File: src/design/smm_pkg.sv
package smm_pkg;

	// ************************************************************
	// Clock and rates
	// ************************************************************
	localparam int          CLK_PERIOD_NS = 8;
	localparam int          CLK_HZ        = 1000000000 / CLK_PERIOD_NS;
	localparam int          BASE_44K1_HZ  = 44100;
	localparam int          BASE_48K_HZ   = 48000;
	localparam int          ACC_W         = 28;

	// ************************************************************
	// Data path shape
	// ************************************************************
	localparam int          SAMPLE_W   = 24;
	localparam int          CHANNELS   = 8;
	localparam int          SLOTS      = 8;
	localparam int          PORTS      = 2;
	localparam int          FIFO_DEPTH = 16;
	localparam int          PHASE_W    = 2;

	// ************************************************************
	// Modes and reset values
	// ************************************************************
	typedef enum logic [1:0] {
		SMM_SINGLE = 2'b00,
		SMM_DOUBLE = 2'b01,
		SMM_QUAD   = 2'b10
	} smm_mode_e;

	localparam logic [2:0]         MULT_SINGLE = 3'h1;
	localparam logic [2:0]         MULT_DOUBLE = 3'h2;
	localparam logic [2:0]         MULT_QUAD   = 3'h4;
	localparam smm_mode_e          MODE_RESET  = SMM_SINGLE;
	localparam logic [PHASE_W-1:0] PHASE_RESET = 2'h0;
	localparam logic [ACC_W-1:0]   ACC_RESET   = 28'h0;

endpackage

File: src/design/smm_stream_if.sv
`timescale 1ns/10ps
interface smm_stream_if #(
	parameter int W = 192
);
	logic         valid;
	logic         ready;
	logic [W-1:0] data;

	modport src (output valid, output data, input ready);
	modport snk (input valid, input data, output ready);
endinterface

File: src/design/smm_mapper.sv
// Function
// RULE1: Double-rate mode runs the internal sample clock at twice the base rate (88.2 or 96 kHz).
// RULE2: Samples stay 24 bits wide in double-rate and quad-rate modes, as at base rate.
// RULE3: A channel split over two slots puts odd samples in the first slot, even in the second.
// RULE4: Slot multiplexing turns on by itself whenever a high-rate mode is active.
// RULE5: Double rate maps inputs 1-4 to pairs 1/2..7/8 of port one, inputs 5-8 likewise on port two.
// RULE6: In double rate the ports still send frames at the 44.1 or 48 kHz base rate.
// RULE7: Quad rate spreads each channel over four slots, inputs 1-2 on port one, 3-4 on port two.
// RULE8: In quad rate inputs 5-8 reach no slot and each port carries only two channels.
// RULE9: In quad rate the ports still send frames at the 44.1 or 48 kHz base rate.
// RULE10: The receiver rebuilds each channel from its slot group in ascending slot order.
`timescale 1ns/10ps
module smm_mapper
	import smm_pkg::*;
#(
	parameter int W     = SAMPLE_W,
	parameter int DEPTH = FIFO_DEPTH
) (
	input  wire logic                  CLK_I,
	input  wire logic                  RESET_N_I,
	input  wire logic                  DOUBLE_RATE_MODE_I,
	input  wire logic                  QUAD_RATE_MODE_I,
	input  wire logic                  BASE_48K_I,
	input  wire logic [CHANNELS*W-1:0] IN_DATA_I,
	input  wire logic                  IN_VALID_I,
	output logic                       IN_READY_O,
	output logic [SLOTS*W-1:0]         OPTICAL_PORT_FIRST_O,
	output logic [SLOTS*W-1:0]         OPTICAL_PORT_SECOND_O,
	output logic                       FRAME_STROBE_O,
	output logic                       SAMPLE_TICK_O,
	output logic                       SLOT_SAMPLE_MULTIPLEXING_O,
	output logic                       UNDERRUN_O,
	output logic                       FIFO_FULL_O
);
	// ************************************************************
	// Input buffer
	// ************************************************************
	smm_stream_if #(.W(CHANNELS*W)) in_if ();
	smm_stream_if #(.W(CHANNELS*W)) q_if ();

	assign in_if.valid = IN_VALID_I;
	assign in_if.data  = IN_DATA_I;
	assign IN_READY_O  = in_if.ready;

	smm_fifo #(
		.W     (CHANNELS*W),
		.DEPTH (DEPTH)
	) u_fifo (
		.clk_i   (CLK_I),
		.rst_n_i (RESET_N_I),
		.wr      (in_if.snk),
		.rd      (q_if.src),
		.full_o  (FIFO_FULL_O)
	);

	// ************************************************************
	// Mode selection, applied only between frames
	// ************************************************************
	smm_mode_e          mode;
	logic [PHASE_W-1:0] phase;
	logic               tick;
	logic [2:0]         mult;

	wire smm_mode_e req_mode = QUAD_RATE_MODE_I   ? SMM_QUAD :
	                           DOUBLE_RATE_MODE_I ? SMM_DOUBLE : SMM_SINGLE;
	wire            mode_ld  = (phase == PHASE_RESET) && !tick;

	always_comb begin
		case (mode)
			SMM_DOUBLE: mult = MULT_DOUBLE;
			SMM_QUAD:   mult = MULT_QUAD;
			default:    mult = MULT_SINGLE;
		endcase
	end

	always_ff @(posedge CLK_I or negedge RESET_N_I) begin
		if (!RESET_N_I) begin
			mode <= MODE_RESET;
		end else if (mode_ld) begin
			mode <= req_mode;
		end
	end

	assign SLOT_SAMPLE_MULTIPLEXING_O = (mode != SMM_SINGLE); // RULE4

	// ************************************************************
	// Internal sample clock and slot phase
	// ************************************************************
	smm_rate_gen u_rate (
		.clk_i      (CLK_I),
		.rst_n_i    (RESET_N_I),
		.base_48k_i (BASE_48K_I),
		.mult_i     (mult), // RULE1
		.tick_o     (tick)
	);

	wire [PHASE_W-1:0] last_phase = PHASE_W'(mult - 3'h1);
	wire               frame_now  = tick && (phase == last_phase); // RULE6 RULE9

	always_ff @(posedge CLK_I or negedge RESET_N_I) begin
		if (!RESET_N_I) begin
			phase          <= PHASE_RESET;
			FRAME_STROBE_O <= 1'b0;
			UNDERRUN_O     <= 1'b0;
		end else begin
			if (tick) begin
				phase <= frame_now ? PHASE_RESET : phase + 1'b1;
			end
			FRAME_STROBE_O <= frame_now;
			UNDERRUN_O     <= tick && !q_if.valid;
		end
	end

	assign SAMPLE_TICK_O = tick;
	assign q_if.ready    = tick;

	// ************************************************************
	// Sample split and slot assembly
	// ************************************************************
	wire [CHANNELS*W-1:0] smp = q_if.valid ? q_if.data : '0;
	logic [W-1:0]         ch      [CHANNELS];
	logic [W-1:0]         asm_q   [PORTS][SLOTS];
	logic [W-1:0]         out_q   [PORTS][SLOTS];

	for (genvar c = 0; c < CHANNELS; c++) begin : g_ch
		assign ch[c] = smp[c*W +: W]; // RULE2
	end

	for (genvar p = 0; p < PORTS; p++) begin : g_port
		for (genvar s = 0; s < SLOTS; s++) begin : g_slot
			localparam int DBL_SRC  = 4 * p + s / 2;
			localparam int QUAD_SRC = 2 * p + s / 4;
			localparam int DBL_PH   = s % 2;
			localparam int QUAD_PH  = s % 4;

			// Ascending slots take successive samples, first sample first
			wire dbl_hit  = (phase == PHASE_W'(DBL_PH)); // RULE3 RULE10
			wire quad_hit = (phase == PHASE_W'(QUAD_PH)); // RULE10
			wire hit      = tick && ((mode == SMM_DOUBLE) ? dbl_hit :
			                         (mode == SMM_QUAD)   ? quad_hit : 1'b1);
			wire [W-1:0] val = (mode == SMM_DOUBLE) ? ch[DBL_SRC] : // RULE5
			                   (mode == SMM_QUAD)   ? ch[QUAD_SRC] : // RULE7 RULE8
			                   ch[s];
			wire [W-1:0] next_slot = hit ? val : asm_q[p][s];

			always_ff @(posedge CLK_I or negedge RESET_N_I) begin
				if (!RESET_N_I) begin
					asm_q[p][s] <= '0;
					out_q[p][s] <= '0;
				end else begin
					asm_q[p][s] <= next_slot;
					if (frame_now) begin
						out_q[p][s] <= next_slot;
					end
				end
			end

			if (p == 0) begin : g_first
				assign OPTICAL_PORT_FIRST_O[s*W +: W] = out_q[p][s];
			end else begin : g_second
				assign OPTICAL_PORT_SECOND_O[s*W +: W] = out_q[p][s];
			end
		end
	end

	// Gap between sample ticks under unchanged settings
	logic [12:0] gap;
	logic        steady;
	logic        base_q;
	smm_mode_e   mode_q;
	int          exp_gap;

	always_comb begin
		exp_gap = CLK_HZ / ((BASE_48K_I ? BASE_48K_HZ : BASE_44K1_HZ) * int'(mult));
	end

	always_ff @(posedge CLK_I or negedge RESET_N_I) begin
		if (!RESET_N_I) begin
			gap    <= '0;
			steady <= 1'b0;
			base_q <= 1'b0;
			mode_q <= MODE_RESET;
		end else begin
			gap    <= tick ? '0 : gap + 1'b1;
			base_q <= BASE_48K_I;
			mode_q <= mode;
			if ((base_q != BASE_48K_I) || (mode_q != mode)) begin
				steady <= 1'b0;
			end else if (tick) begin
				steady <= 1'b1;
			end
		end
	end
endmodule

File: src/design/smm_fifo.sv
`timescale 1ns/10ps
module smm_fifo
	import smm_pkg::*;
#(
	parameter int W     = 192,
	parameter int DEPTH = 16
) (
	input  wire logic   clk_i,
	input  wire logic   rst_n_i,
	smm_stream_if.snk   wr,
	smm_stream_if.src   rd,
	output logic        full_o
);
	localparam int AW = $clog2(DEPTH);

	logic [W-1:0] mem [DEPTH];
	logic [AW:0]  wp;
	logic [AW:0]  rp;
	wire          empty = (wp == rp);
	wire          full  = (wp[AW] != rp[AW]) && (wp[AW-1:0] == rp[AW-1:0]);
	wire          push  = wr.valid && !full;
	wire          pop   = rd.ready && !empty;

	assign wr.ready = !full;
	assign rd.valid = !empty;
	assign rd.data  = mem[rp[AW-1:0]];
	assign full_o   = full;

	// ************************************************************
	// Storage and pointers
	// ************************************************************
	always_ff @(posedge clk_i) begin
		if (push) begin
			mem[wp[AW-1:0]] <= wr.data;
		end
	end

	always_ff @(posedge clk_i or negedge rst_n_i) begin
		if (!rst_n_i) begin
			wp <= '0;
			rp <= '0;
		end else begin
			wp <= push ? wp + 1'b1 : wp;
			rp <= pop ? rp + 1'b1 : rp;
		end
	end

endmodule

File: src/design/smm_rate_gen.sv
`timescale 1ns/10ps
module smm_rate_gen
	import smm_pkg::*;
(
	input  wire logic       clk_i,
	input  wire logic       rst_n_i,
	input  wire logic       base_48k_i,
	input  wire logic [2:0] mult_i,
	output logic            tick_o
);
	// ************************************************************
	// Fractional divider: adds the rate each cycle, wraps at CLK_HZ
	// ************************************************************
	logic [ACC_W-1:0] acc;
	wire  [ACC_W-1:0] base_hz = base_48k_i ? ACC_W'(BASE_48K_HZ) : ACC_W'(BASE_44K1_HZ);
	wire  [ACC_W-1:0] rate_hz = base_hz * ACC_W'(mult_i);
	wire  [ACC_W-1:0] sum     = acc + rate_hz;
	wire              wrap    = (sum >= ACC_W'(CLK_HZ));
	wire  [ACC_W-1:0] next_acc = wrap ? sum - ACC_W'(CLK_HZ) : sum;

	always_ff @(posedge clk_i or negedge rst_n_i) begin
		if (!rst_n_i) begin
			acc    <= ACC_RESET;
			tick_o <= 1'b0;
		end else begin
			acc    <= next_acc;
			tick_o <= wrap;
		end
	end

endmodule

File: config.mk
export PLATFORM = sky130hd
export DESIGN_NAME = smm_mapper
export DESIGN_NICKNAME = d
export VERILOG_FILES = /design/src/design/smm_pkg.sv /design/src/design/smm_stream_if.sv /design/src/design/smm_mapper.sv /design/src/design/smm_fifo.sv /design/src/design/smm_rate_gen.sv
export SDC_FILE = /design/constraint.sdc
export NUM_CORES = 2
export LEC_CHECK = 0
export CORE_MARGIN = 1.5
export CORE_UTILIZATION = 63
export DETAILED_ROUTE_END_ITERATION = 12
export DONT_BUFFER_PORTS = 1
export PLACE_DENSITY_LB_ADDON = 0.08
export SYNTH_ARGS = -nofsm -noshare
export SYNTH_HDL_FRONTEND = slang
export SYNTH_HIERARCHICAL = 1
export SYNTH_SLANG_ARGS = --single-unit
File: constraint.sdc
create_clock -name CLK_I -period 16.75 [get_ports CLK_I]
set_input_delay 3.35 -clock CLK_I [delete_from_list [all_inputs] [get_ports CLK_I]]
set_output_delay 3.35 -clock CLK_I [all_outputs]
set_load 0.01 [all_outputs]
==> flow_summary.toml <==
[floorplanning]
floorplan.initialDensity_pct = 63.4
die-area_sq_um = 250000
fp-row-count = 182
die_w_microns = 500
core_area_sq_um = 246000
die_h_microns = 500
ios = 588

[cts]
post_cts_buffers = 0
ctsLongestPathBuffers = 4
clock_latency_ns = 1.03
cts_root_buf = "clkbuf_16"
cts_htree_levels = 5
path_clk_slew_ns = 0.06
cts_sinks = 3883
post_cts_resized = 0
cts_tree = "yes"
cts_inserted_buffers = 392
ctsHoldBuffers = 0

[placement]
dpl-instance-area_sq_um = 159000
dp_cells = 11841
place.gp.congestion = 0.921
portBuffers = 0
hpwl_microns = 291000

[setup_path]
cpPeakStageDelay_ns = 0.52
cp.arrival_ns = 7.82
worstSetupPathType = "in2reg"
critPathLaunchType = "input port"
cp.depth = 17
crit_path_top_delay_cell = "o21ai_4"
reg2reg_depth = 12
critical_path.cell_chain = "nand2_1 > xor2_1 > nor2_1 > ha_1 > a21o_1 > fa_1 > ha_1 > a21oi_2 > o21ai_0 > a221oi_4 > xor2_1 > and2_1 > a2111oi_2 > o32ai_2 > o21ai_4 > nand3_1 > xor2_1"
path_max_fanout = 19
worst_ep_required_time_ns = 17.55
crit_path_end_kind = "flip-flop"
cp.buffers_inverters = 0
worst_path_most_repeated_cell = "xor2_1"
cp_top_family = "compound AO/OA/AOI/OAI gates"

[global_route]
grt_pass1_vias = 87269
grt_max_degree = 238
grt_pass1_wl_microns = 677000
grt_usage_pct = 39.1
globalRouteOverflowTotal = 0
antenna_found_initial = 50

[layout]
postLayoutCoreUtil_pct = 70.0
final_area_sq_um = 172000
syn_to_final_growth_pct = 10.5
final_layout_size_suffix_gt1_share_pct = 18.5
nets = 9267
fin_cells = 12588

[flow_run]
cap_violations = 2

[sta]
fmaxAchievable_mhz = 142
fin_skew_ns = 0.100
setup_viol = 0
slew_headroom_pct = -3.58
tns_ns = 0
hold_viol_final = 0
rsz0062_at_grt = "no"
tightest_slew_ns = 1.55
period_share_pct = 41.9
period_minus_slack_ns = 7.02
slew_violations = 17

[power]
vdd_drop_max_uv = 122
powerDensity_nw_per_um2 = 130
p_leak_nw = 58.8

[synthesis]
synth_edf_count = 3072
synth_area_sq_um = 156000
async_flop_share_pct = 20.9
ys_seq_area_share_pct = 72.2
syn_nets = 9248
synth_cells = 8997
syn_avg_cell_area_sq_um = 17.3
ys_ff_latch = 3883
yosysWarnings = 6
synthDistinctLibCells = 95
synthFlopType = "edfxtp_1"

[hold_path]
hp-class = "reg2reg"
hold_path_depth = 2

[detailed_routing]
firstDrtPassIters = 8
drc_errors = 0
wl_microns = 489000
ant_nets = 0
post_drt_wl_per_cell_microns = 38.8
vias = 90425
drt_iter0_markers = 14130
drt-vias-per-instance = 7.18

[outcome]
violations = "capacitance limit, slew limit"
run_status = "finished with violations"
[through the flow]
step	hold WS (ns)	power [mW]	worst slack [ns]
after global routing	0.477	22.9	9.19
after CTS	0.463	22.3	9.63
final	0.457	22.4	9.73
after detailed placement	0.449	13.8	8.71
after global placement	0.442	13.8	8.83
after floorplan	0.432	13.0	4.51
[layout by cell type (no fill, tap or decap), types with 201 or more instances in the layout]
master,instances
mux2i_1,652
edfxtp_1,3072
dfrtp_1,808
nand2_1,571
mux4_2,576
mux2_2,233
o21ai_0,348
nor2_1,202
clkbuf_16,396
o21ai_1,218
buf_4,201
[per-layer routing]
layer | vias up | part of all wire [%] | wire [microns] | global-route usage, %
met2 | 6438 | 44 | 214000 | 55.8
li1 | 35828 | - | - | -
met3 | 1228 | 15 | 73800 | 16.2
met4 | 40 | 6.9 | 33800 | 23.2
met5 | - | 0.052 | 253 | 0
met1 | 46891 | 34 | 167000 | 50.6
[cell families after synthesis]
logic type	count (synthesis)	synth area share, %
AOI/OAI and AO/OA	1689	7.43
xor gates and xnor gates	50	0.291
adders and majority gates	53	0.474
buffers and inverters	800	2.36
DFF	3883	72.2
muxes	1461	14.2
other	1	0.00241
and+or+nand+nor	1060	3.03
[worst min-delay path, cell delays in order (launching register included)]
cell and delay [ns]:
dfrtp_1 0.32, nand2_1 0.06, nand2_1 0.05
[state kept, by name (all words and copies together) (netlist names), 5 cells and up]
register	flops
OPTICAL_PORT_SECOND_O	192
asm_q	384
OPTICAL_PORT_FIRST_O	192
u_fifo/mem	3072
u_fifo/rp	5
u_rate/acc	26
u_fifo/wp	5
[path summary, 6_finish.rpt]
path                                                          end                startpoint  slack, ns
min in group asynchronous  OPTICAL_PORT_SECOND_O[180]$_DFFE_PN0P_                 RESET_N_I       2.03
setup reg to reg            OPTICAL_PORT_SECOND_O[99]$_DFFE_PN0P_  u_fifo/rp[0]$_DFFE_PN0P_       9.75
hold reg to reg                              asm_q[369]$_DFF_PN0_      asm_q[369]$_DFF_PN0_       0.46
hold / removal                               asm_q[369]$_DFF_PN0_      asm_q[369]$_DFF_PN0_       0.46
setup / recovery                         u_rate/acc[17]$_DFF_PN0_                BASE_48K_I       9.73
max in group asynchronous  OPTICAL_PORT_SECOND_O[129]$_DFFE_PN0P_                 RESET_N_I      11.48
[cells in the mapped netlist, types with 50 or more instances]
| cell | count | area, sq um |
|---|---|---|
| a211o_1 | 65 | 569 |
| a21oi_1 | 145 | 726 |
| a22o_1 | 50 | 438 |
| a22oi_1 | 192 | 1440 |
| a31oi_1 | 181 | 1130 |
| a32o_1 | 144 | 1440 |
| a32oi_1 | 192 | 1680 |
| buf_1 | 51 | 191 |
| buf_2 | 235 | 1180 |
| clkbuf_1 | 261 | 980 |
| dfrtp_1 | 811 | 20300 |
| edfxtp_1 | 3072 | 92200 |
| inv_1 | 192 | 721 |
| mux2_2 | 233 | 2620 |
| mux2i_1 | 652 | 6530 |
| mux4_2 | 576 | 13000 |
| nand2_1 | 571 | 2140 |
| nand3_1 | 73 | 365 |
| nor2_1 | 215 | 807 |
| o21ai_0 | 348 | 1740 |
| o21ai_1 | 242 | 1210 |
[power breakdown]
| group | switching [mW] | total [mW] | leakage (nW) | internal [mW] |
|---|---|---|---|---|
| sequential | 0.182 | 11.4 | 39.0 | 11.2 |
| combinational | 1.65 | 2.26 | 13.6 | 0.606 |
| clock | 3.67 | 8.68 | 6.17 | 5.01 |
[cell type report]
type,instances,area [sq um]
clock buffers,525,10800
repair buffers,231,2150
well taps,3220,4030
diodes,38,95.1
multi-input cells,4314,40000
clock inverters,183,1860
fillers,15506,73700
inverters,194,736
flip-flops and latches,3883,113000
(Power assumes the default switching activity.)
